File: config.mk
export PLATFORM = sky130hd
export DESIGN_NAME = scor_regs
export DESIGN_NICKNAME = d
export VERILOG_FILES = /design/src/core/scor_pkg.sv /design/src/core/scor_regs.sv
export SDC_FILE = /design/constraint.sdc
export NUM_CORES = 1
export LEC_CHECK = 0
export BUFFER_PORTS_ARGS = -buffer_cell sky130_fd_sc_hd__clkbuf_2
export CAP_MARGIN = 0
export CORE_MARGIN = 3
export CORE_UTILIZATION = 35
export DETAILED_ROUTE_END_ITERATION = 12
export GPL_TIMING_DRIVEN = 0
export HOLD_SLACK_MARGIN = 0.08
export PLACE_DENSITY = 0.74
export SETUP_SLACK_MARGIN = 0.2
export SYNTH_ARGS = -nofsm -noshare
export SYNTH_HDL_FRONTEND = slang
export SYNTH_SLANG_ARGS = --single-unit
export TNS_END_PERCENT = 50
File: constraint.sdc
create_clock -name clk_i -period 3.6 [get_ports clk_i]
set_input_delay 0.18 -clock clk_i [delete_from_list [all_inputs] [get_ports clk_i]]
set_output_delay 0.18 -clock clk_i [all_outputs]
set_load 0.005 [all_outputs]
File: src/core/scor_pkg.sv
// Purpose: Constants for the system control and options register bank.
// Assumes: 8-bit CPU bus and a separate background debug write strobe.
// Notes:   Offsets of the debug and identity registers are chosen within the 3000h page.
package scor_pkg;
    localparam logic [15:0] SCOR_BASE        = 16'h3000;
    localparam logic [15:0] SCOR_FRC_ADDR    = 16'h3001;
    localparam logic [15:0] SCOR_IDH_ADDR    = 16'h3002;
    localparam logic [15:0] SCOR_IDL_ADDR    = 16'h3003;
    localparam logic [15:0] SCOR_OPT_ADDR    = 16'h3004;
    localparam logic [7:0]  SCOR_OPT_RESET   = 8'h0c;
    localparam logic [7:0]  SCOR_OPT_RSVD_M  = 8'h0c;
    localparam int          SCOR_SER_POS     = 7;
    localparam int          SCOR_SPI_POS     = 6;
    localparam int          SCOR_TWI_POS     = 5;
    localparam int          SCOR_TMR_POS     = 4;
    localparam int          SCOR_WAKE_POS    = 1;
    localparam int          SCOR_STOP_POS    = 0;
    localparam int          SCOR_FRC_POS     = 0;
    localparam logic [7:0]  SCOR_ZERO        = 8'h00;
endpackage : scor_pkg

File: src/core/scor_regs.sv
// Purpose: System control register bank: debug force reset, part id, options one.
// Assumes: One bus clock, synchronous active-high reset, same-clock bus strobes.
// Notes:   Pin routing and stop handling live elsewhere; this block drives their selects.

// Summary of operation
// - CPU writes to force-reset register are ignored
// - Force-reset register always reads zero
// - Debug write of bit0 one forces reset
// - Force-reset bits 7..1 read zero
// - High id: upper nibble zero, id high bits
// - Low id read-only, holds id low part
// - Options at 3004h, resets to 0Ch
// - Bit7 routes serial interface pins
// - Bit6 routes SPI pins
// - Bit5 routes two-wire pins
// - Bit4 routes timer2 channel pins
// - Bit1 fast wakeup skips interrupt service
// - Bit0 stop allow; stop when clear resets
module scor_regs #(
    parameter logic [11:0] PART_ID = 12'h5a3 // Arbitrary neutral value.
) (
    // Clock and reset
    input  wire logic        clk_i,
    input  wire logic        rst_i,
    // CPU bus
    input  wire logic [15:0] cpu_addr_i,
    input  wire logic        cpu_wr_i,
    input  wire logic        cpu_rd_i,
    input  wire logic [7:0]  cpu_wdata_i,
    output logic      [7:0]  cpu_rdata_o,
    // Background debug write path
    input  wire logic [15:0] dbg_addr_i,
    input  wire logic        dbg_wr_i,
    input  wire logic [7:0]  dbg_wdata_i,
    // CPU low-power events
    input  wire logic        stop_exec_i,
    // Routing and control selects
    output logic             serial_iface_pin_select_o,
    output logic             spi_pin_select_o,
    output logic             two_wire_pin_select_o,
    output logic             timer2_pin_select_o,
    output logic             fast_wakeup_enable_o,
    output logic             stop_allow_o,
    output logic             stop_enter_o,
    // Reset requests
    output logic             force_reset_o,
    output logic             illegal_stop_reset_o
);
    // Every register in the bank is one byte wide.
    localparam int         REG_W   = 8;
    // Upper nibble of the high identity byte is reserved and reads zero.
    localparam logic [3:0] ID_RSVD = 4'h0;

    // Read data and the three one-cycle pulses; the option bits live in their own cells.
    typedef struct packed {
        logic [REG_W-1:0] rdata;
        logic             frc;
        logic             ilop;
        logic             stop;
    } scor_state_t;

    scor_state_t      st_reg;
    scor_state_t      st_next;

    // Decode and read sources
    logic             dbg_frc_hit;
    logic             cpu_opt_wr;
    logic [REG_W-1:0] opt_value;
    logic [REG_W-1:0] idh_value;
    logic [REG_W-1:0] idl_value;
    logic             stop_ok;
    logic             stop_bad;

    // Only the debug strobe is decoded for the force-reset register. A CPU write to
    // the same address has no path into it, so a runaway program cannot reset the part.
    assign dbg_frc_hit = dbg_wr_i &&
                         (dbg_addr_i == scor_pkg::SCOR_FRC_ADDR);

    assign cpu_opt_wr  = cpu_wr_i &&
                         (cpu_addr_i == scor_pkg::SCOR_OPT_ADDR);

    // The identity bytes are wired from the part number; no write path exists.
    assign idh_value   = {ID_RSVD, PART_ID[11:8]};
    assign idl_value   = PART_ID[7:0];

    // Each option bit except reserved bits 3 and 2 sits in its own write-once cell. Every write carries the whole
    // byte, so all cells lock together on the first write after reset.
    for (genvar gi = 0; gi < REG_W; gi++) begin : g_opt
        if (scor_pkg::SCOR_OPT_RSVD_M[gi]) begin : g_rsvd
            // Tied high, so a careless write of zero cannot clear them.
            assign opt_value[gi] = 1'b1;
        end else begin : g_once
            scor_once_bit #(
                .RESET_VAL (scor_pkg::SCOR_OPT_RESET[gi])
            ) scor_once_bit_i (
                .clk_i     (clk_i),
                .rst_i     (rst_i),
                .wr_i      (cpu_opt_wr),
                .wdata_i   (cpu_wdata_i[gi]),
                .value_o   (opt_value[gi])
            );
        end
    end

    // A stop instruction either enters stop or, with stop not allowed, requests a reset.
    assign stop_ok     = stop_exec_i && opt_value[scor_pkg::SCOR_STOP_POS];
    assign stop_bad    = stop_exec_i && !opt_value[scor_pkg::SCOR_STOP_POS];

    always_comb begin
        st_next       = st_reg;
        // Pulses clear unless set again in this cycle.
        st_next.frc   = 1'b0;
        st_next.ilop  = 1'b0;
        st_next.stop  = 1'b0;
        st_next.rdata = scor_pkg::SCOR_ZERO;

        if (dbg_frc_hit) begin
            st_next.frc = dbg_wdata_i[scor_pkg::SCOR_FRC_POS];
        end
        if (stop_ok) begin
            st_next.stop = 1'b1;
        end
        if (stop_bad) begin
            st_next.ilop = 1'b1;
        end

        // The force-reset address has no read source and falls to the zero default.
        if (cpu_rd_i) begin
            case (cpu_addr_i)
                scor_pkg::SCOR_IDH_ADDR: begin
                    st_next.rdata = idh_value;
                end
                scor_pkg::SCOR_IDL_ADDR: begin
                    st_next.rdata = idl_value;
                end
                scor_pkg::SCOR_OPT_ADDR: begin
                    st_next.rdata = opt_value;
                end
                default: begin
                    st_next.rdata = scor_pkg::SCOR_ZERO;
                end
            endcase
        end
    end

    // Synchronous reset clears the read data and all pulses.
    always_ff @(posedge clk_i) begin
        if (rst_i) begin
            st_reg <= '0;
        end else begin
            st_reg <= st_next;
        end
    end

    // Read data is registered and stands for one cycle after the read strobe.
    assign cpu_rdata_o               = st_reg.rdata;

    // Routing selects; the pin multiplexers themselves sit outside this block.
    assign serial_iface_pin_select_o = opt_value[scor_pkg::SCOR_SER_POS];
    assign spi_pin_select_o          = opt_value[scor_pkg::SCOR_SPI_POS];
    assign two_wire_pin_select_o     = opt_value[scor_pkg::SCOR_TWI_POS];
    assign timer2_pin_select_o       = opt_value[scor_pkg::SCOR_TMR_POS];

    // Low-power controls. The fast-wakeup level only tells the CPU how to resume;
    // the resume path itself is not modelled here.
    assign fast_wakeup_enable_o      = opt_value[scor_pkg::SCOR_WAKE_POS];
    assign stop_allow_o              = opt_value[scor_pkg::SCOR_STOP_POS];

    // One-cycle pulses. The integrator must route both reset requests into the
    // system reset, which in turn clears this bank.
    assign stop_enter_o              = st_reg.stop;
    assign force_reset_o             = st_reg.frc;
    assign illegal_stop_reset_o      = st_reg.ilop;
endmodule : scor_regs

// One write-once option bit. It takes the first write after reset and then holds
// its value until the next reset; later writes are dropped without any error.
module scor_once_bit #(
    parameter logic RESET_VAL = 1'b0
) (
    // Clock and reset
    input  wire logic clk_i,
    input  wire logic rst_i,
    // Write request
    input  wire logic wr_i,
    input  wire logic wdata_i,
    // Held value
    output logic      value_o
);

    typedef struct packed {
        logic value;
        logic locked;
    } scor_once_t;

    scor_once_t st_reg;
    scor_once_t st_next;

    // The lock bit is what makes the cell write-once; only reset reopens it.
    always_comb begin
        st_next = st_reg;
        if (wr_i && !st_reg.locked) begin
            st_next.value  = wdata_i;
            st_next.locked = 1'b1;
        end
    end

    always_ff @(posedge clk_i) begin
        if (rst_i) begin
            st_reg.value  <= RESET_VAL;
            st_reg.locked <= 1'b0;
        end else begin
            st_reg <= st_next;
        end
    end

    assign value_o = st_reg.value;
endmodule : scor_once_bit

==> results.md, run 1 <==
- Final Util: roughly 53%
- Syn Inst Count: approximately 100
- Placed inst area: between 0.001 and 0.0015 mm²
- Synth unique cells: 26
- Mapped cell area: ~950 µm²
- Fillers: 248
- Final Hold Fails: 0
- Reg power frac: between 60% and 70%
- Reg clk slew, reported paths: ~0.12 ns
- Layout cell share with drive strength beyond 1: 42.3%
- Pwr/cell area: between 300 and 400 mW/mm²
- Req. time, crit path: slightly below 4 ns
- Root buffer cell: clkbuf_4
- H-tree depth: 1
- Total number of vias: approximately 1000
- Max Freq: around 0.70 GHz
- Net Switching: 0.0917 mW
- GR Util All Layers: about 16%
- DRT Pass-1 Iters: 4
- Outcome: complete, no violations
- Top FF cell, synth: dfxtp_1
- Post-Synth Adder-Cell Area: 0%
- Antenna violations before repair: 0
- CP endpoint kind: register
- Fin crit share: 39.9%
- N_diodes: 0
- Starting Density: between 30 and 40%
- Crit path arrival time: 1.70 ns
- Synth Area in Simple Gates: between 30% and 40%
- Synth Area in Compound Gates: between 10% and 20%
- Area growth syn-to-layout: 40.9%
- Ys Warns: 0
- Sequential area share after synthesis: 48.4%
- Largest net degree at the start of global routing: 13
- Avg Inst Size Synth: roughly 9.4 µm²
- Die height: just under 60 µm
- Drt via density: between 5 and 6
- Area of the multi-input gates: 428 µm²
- Top cells by area, synth: dfxtp_1 48%, a21oi_1 6.3%, nand4_1 5.3%, nor2b_1 4.6%, nand3_1 3.7%
- Worst Tran Pin Value: between 0.4 and 0.5 ns
- Sw Share: 22.1%
- Largest family of logic cells by synthesized area: simple AND/OR/NAND/NOR gates
- Final instance area: 0.00134 mm²
- Final WL: 2490 µm
- Max FO, Critical Path: 1
- Pleak: 0.633 nW
- TNS Setup: 0 ns
- Hold Path Class: in -> reg
- Post-synthesis xor/xnor area fraction: 0%
- Clock buffer count from CTS: 3
- Layout Nets: approximately 220
- Final setup fails: 0
- Combinational Power Share: a little over a tenth
- Unrepaired setup endpoints after global routing: false
- Clk buf depth: 2
- PortBufs: 61
- Syn nets: 155
- Setup CP Type: in -> reg
- Global route overflow: 0
- Final Critical Period: around 1.4 ns
- Iteration-0 DRC Markers: 18
- Clk_lat worst skew: 0.31 ns
- Vias in the first global route: roughly 1100
- Routed WL per cell: about 13 µm
- ANT nets after route: 0
- Max reg flops: 8
- Crit start category: input port
- Die X: approximately 58 µm
- Cell taking the most area after synthesis: dfxtp_1
- Die area: 0.00338 mm²
- Fin Hold WS: approximately 0.11 ns
- Clk network pwr share: between 20 and 30%
- Mux share of post-synthesis cell area: 0%
- P_int: 0.323 mW
- EDFF count, synth: 0
- Total power: just over 0.4 mW
- Synth async-reset ratio: 0%
- Max Cap Violations: 0
- Detailed placer's ending HPWL: between 2000 and 2500 µm
- Synth top area share: just under 50%
- Synthesis-stage register bit count: 23
- DRC: 0
- Max-slew headroom: between 70 and 80%
- Maximum VDD drop: approximately 0.27 mV
- Core ar.: around 0.0025 mm²
- I/O pins: 71
- Clock sinks: 23
- Count of pins over their slew limit: 0
- Register area: between 400 and 500 µm²
- Rows: 18
- Final Wtd Congestion: between 0.8 and 0.9
- First-pass GRT wire length: approximately 4100 µm
- Worst Skew: roughly 0.0057 ns
- CTS tree: built
-- routing by layer --
layer	global-route usage [%]	vias up	part of all wire, %
met5	0	-	0
met4	5.63	0	1.6
met3	4.68	6	7.6
met2	30.8	42	53
met1	15.1	450	38
li1	-	501	-
-- power groups by stage --
stage | Clock (mW) | Combinational [mW] | Sequential [mW]
floorplan | 0 | 0.0126 | 0.261
global placement | 0 | 0.0412 | 0.261
detailed placement | 0 | 0.0429 | 0.261
CTS | 0.120 | 0.0440 | 0.255
global route | 0.127 | 0.0487 | 0.255
finish | 0.115 | 0.0441 | 0.255
-- final cells by class --
| type | instances | area share (%) |
|---|---|---|
| plain buffers | 4 | 2.80 |
| clock buffers | 4 | 1.96 |
| inverters | 7 | 1.96 |
| multi-input cells | 67 | 31.9 |
| flip-flops and latches | 23 | 34.3 |
| well taps | 30 | 2.80 |
| repair buffers | 63 | 24.3 |
-- kinds of logic after synthesis --
group / Yosys count
buffers and inverters: 11
AOI/OAI and AO/OA: 22
and+or+nand+nor: 45
DFF: 23
-- metrics by stage --
step / std cells / worst slack, ns
after floorplan: 101 / 2.31
final: 198 / 2.16
after detailed placement: 192 / 2.12
after global routing: 198 / 2.08
after CTS: 198 / 2.17
after global placement: 192 / 2.13
-- cell usage in the layout (no fill, tap or decap), types with 2 or more instances in the layout --
| cell | Yosys | routed |
|---|---|---|
| nor4b_1 | 3 | 3 |
| dfxtp_1 | 23 | 23 |
| clkbuf_1 | 1 | 2 |
| a21o_1 | 3 | 3 |
| o21ai_0 | 6 | 6 |
| inv_1 | 7 | 7 |
| nor3_1 | 3 | 3 |
| and2_1 | 3 | 3 |
| nand3_1 | 7 | 7 |
| nor2_1 | 3 | 3 |
| clkbuf_4 | 0 | 3 |
| nand4_1 | 8 | 8 |
| dlygate4sd3_1 | 0 | 2 |
| nor2b_1 | 7 | 7 |
| buf_6 | 3 | 3 |
| a21oi_1 | 12 | 12 |
| clkbuf_2 | 0 | 61 |
-- final timing paths --
kind | startpoint | endpoint | slack, ns | cells after the start
worst min-delay path | cpu_wdata_i[4] | g_opt[4].g_once.scor_once_bit_i.value_o | 0.11 | 3
worst min register to register | g_opt[7].g_once.scor_once_bit_i.st_reg[0] | g_opt[7].g_once.scor_once_bit_i.st_reg[0] | 0.46 | 2
worst max register to register | g_opt[1].g_once.scor_once_bit_i.st_reg[0] | g_opt[1].g_once.scor_once_bit_i.value_o | 2.60 | 4
worst max-delay path | dbg_addr_i[7] | force_reset_o | 2.16 | 5
-- worst max-delay path: stages --
cell	delay, ns
clkbuf_2	0.08
nor4b_1	0.43
nand4_1	0.15
nor4b_1	0.27
dlygate4sd3_1	0.58
-- repair_timing --
action,in CTS,in global routing
resized for setup,0,0
hold endpoints to repair,1,0
hold buffers,2,0
buffers inserted,0,0
-- Yosys cell counts, types with 3 or more instances --
master   instances
nand4_1          8
nand3_1          7
nor2_1           3
a21oi_1         12
inv_1            7
buf_6            3
and2_1           3
o21ai_0          6
a21o_1           3
nor3_1           3
nor2b_1          7
nor4b_1          3
dfxtp_1         23
Note: power is estimated with default switching activity, not from simulation.
==> run 2: changes to the inputs <==
clock period = 1.4 ns   (was 3.6 ns; I/O delays follow)
==> run 2 against run 1 <==
Flip-flop and latch count stayed put; largest cell class is now buffers; wire length is 9.1% higher; total power grew to 2.6 times the previous value; clock power grew to 2.6 times the previous value; sequential share of layout area is 2.4 points lower; register-to-register slack worse by 2.3 ns.
==> results.md, run 2 (synthesis results as in run 1) <==
- Iteration-0 DRC Markers: 8 (-10)
- I/O pins: 71 (unchanged)
- Area growth syn-to-layout: 52.0%
- Total number of vias: 1047 (+4.8%)
- Crit path arrival time: 1.40 ns (-0.30 ns)
- Max-slew headroom: 72.1% (+1.3 points)
- Pre-CTS setup slack: 0.0332 ns (-2.09 ns)
- Layout Cells excl Fill: 208 (+5.1%)
- Placed Cells: 192 (unchanged)
- Final Wtd Congestion: 0.806 (unchanged)
- Sw Share: 22.2% (+0.036 points)
- Global route overflow: 0 (unchanged)
- Final Hold Fails: 0 (unchanged)
- Commonest non-fill, non-tap cell in the layout: clkbuf_2
- Count of pins over their slew limit: 0 (unchanged)
- Antenna violations before repair: 0 (unchanged)
- P_int: 0.851 mW (+160%)
- Worst Tran Pin Value: 0.412 ns (-0.0187 ns)
- Root buffer cell: clkbuf_4
- Layout Nets: 233 (+4.5%)
- Rows: 18 (unchanged)
- CP endpoint kind: register
- Combinational Power Share: 12.8% (+2.2 points)
- Core ar.: 0.00252 mm² (unchanged)
- DRC: 0 (unchanged)
- TNS Setup: 0 ns (unchanged)
- Clock sinks: 23 (unchanged)
- Maximum VDD drop: 0.689 mV (+160%)
- Final setup margin: 0.209 ns (-1.95 ns)
- First-pass GRT wire length: 4400 µm (+6.5%)
- Die X: 58.2 µm (unchanged)
- PortBufs: 61 (unchanged)
- Pwr/cell area: 755 mW/mm² (+140%)
- Final Util: 57.4% (+4.2 points)
- Fin crit share: a little under nine tenths
- Max Freq: 0.840 GHz
- Clk_lat worst skew: 0.31 ns (about the same)
- ANT nets after route: 0 (unchanged)
- Drt via density: 5.03 (-0.23%)
- Cts hold-fix bufs: 12 (+10)
- Die height: 58.2 µm (unchanged)
- Max FO, Critical Path: 2 (+1)
- Die area: 0.00338 mm² (unchanged)
- Starting Density: 37.7% (unchanged)
- N_diodes: 0 (unchanged)
- Reg clk slew, reported paths: 0.12 ns (about the same)
- Total power: 1.09 mW (+160%)
- Setup CP Type: in -> reg
- Pleak: 0.676 nW (+6.9%)
- CTS tree: built
- Unrepaired setup endpoints after global routing: false
- Detailed placer's ending HPWL: 2060 µm (unchanged)
- Postcts setup bufs: 0 (unchanged)
- Clk buf depth: 2 (unchanged)
- Crit start category: input port
- DRT Pass-1 Iters: 4 (unchanged)
- Req. time, crit path: 1.61 ns (-2.25 ns)
- Final Critical Period: approximately 1.2 ns
- Final setup fails: 0 (unchanged)
- Reg power frac: 60.0% (-1.5 points)
- Worst Skew: 0.00683 ns (+0.00114 ns)
- Max Cap Violations: 0 (unchanged)
- Clk network pwr share: 27.1% (-0.7 points)
- Final WL: 2710 µm (+9.1%)
- Routed WL per cell: 13.0 µm (+3.8%)
- Max reg flops: 8 (unchanged)
- Layout cell share with drive strength beyond 1: 41.0% (-1.3 points)
- Largest net degree at the start of global routing: 13 (unchanged)
- GR Util All Layers: 16.8% (+1.1 points)
- Hold Path Class: in -> reg
- Outcome: complete, no violations
- H-tree depth: 1 (unchanged)
- Vias in the first global route: 1079 (+1.4%)
- Clock buffer count from CTS: 3 (unchanged)
- Net Switching: 0.242 mW (+160%)
- Most frequent cells in the layout: 61 x clkbuf_2, 22 x dfxtp_1, 12 x a21oi_1, 12 x dlygate4sd3_1, 8 x nand4_1
==> run 2: changes by cell type in the layout (fill, tap and decap cells not counted), sizes merged <==
cell | previous run | this run
dlygate4sd3 | 2 | 12
==> run 2: stage by stage <==
| stage | cell area (µm²) | hold WS (ns) |
|---|---|---|
| 2_1_floorplan | 952 | 0.139 |
| 3_3_place_gp | 1290 | 0.235 |
| 3_5_place_dp | 1290 | 0.236 |
| 4_1_cts | 1440 | 0.0241 |
| 5_1_grt | 1450 | 0.0218 |
| 6_report | 1450 | 0.0282 |
==> run 2: timing repair <==
item,4_1_cts,5_1_grt
hold endpoints to repair,10,1
endpoints found under the setup margin,0,1
gates resized for setup,0,2
==> run 2: area by class of cell <==
class                           instances  area (µm²)
Multi-Input combinational cell         67         433
Buffer                                  4        37.5
Inverter                                7        26.3
Clock buffer                            4        26.3
Sequential cell                        23         462
Timing Repair Buffer                   73         425
Tap cell                               30        37.5
Fill cell                             239        1070
==> run 2: critical path: stages <==
cell and delay, ns:
dlygate4sd3_1 0.54, clkbuf_2 0.11, nor3b_2 0.14, dlygate4sd3_1 0.54
==> run 2: power by group through the flow <==
| stage | Combinational, mW | Clock (mW) | Sequential, mW |
|---|---|---|---|
| final | 0.140 | 0.297 | 0.656 |
| after global routing | 0.154 | 0.328 | 0.657 |
| after CTS | 0.137 | 0.308 | 0.656 |
| after detailed placement | 0.110 | 0 | 0.671 |
| after global placement | 0.106 | 0 | 0.671 |
| after floorplan | 0.0325 | 0 | 0.671 |
==> run 2: layer usage <==
layer | GRT usage, % | part of all wire [%] | vias up
met5 | 0 | 0 | -
met4 | 6.62 | 1.7 | 0
met3 | 5.35 | 7.8 | 6
met2 | 32.4 | 53 | 44
met1 | 16.2 | 38 | 477
li1 | - | - | 520
==> run 2: final timing paths <==
| check | start | depth (start not counted) | endpoint | slack [ns] |
|---|---|---|---|---|
| worst max-delay path | stop_exec_i | 4 | illegal_stop_reset_o | 0.21 |
| worst min-delay path | dbg_addr_i[1] | 4 | force_reset_o | 0.03 |
| worst max register to register | g_opt[0].g_once.scor_once_bit_i.value_o | 2 | illegal_stop_reset_o | 0.29 |
| worst min register to register | g_opt[7].g_once.scor_once_bit_i.st_reg[0] | 2 | g_opt[7].g_once.scor_once_bit_i.st_reg[0] | 0.46 |
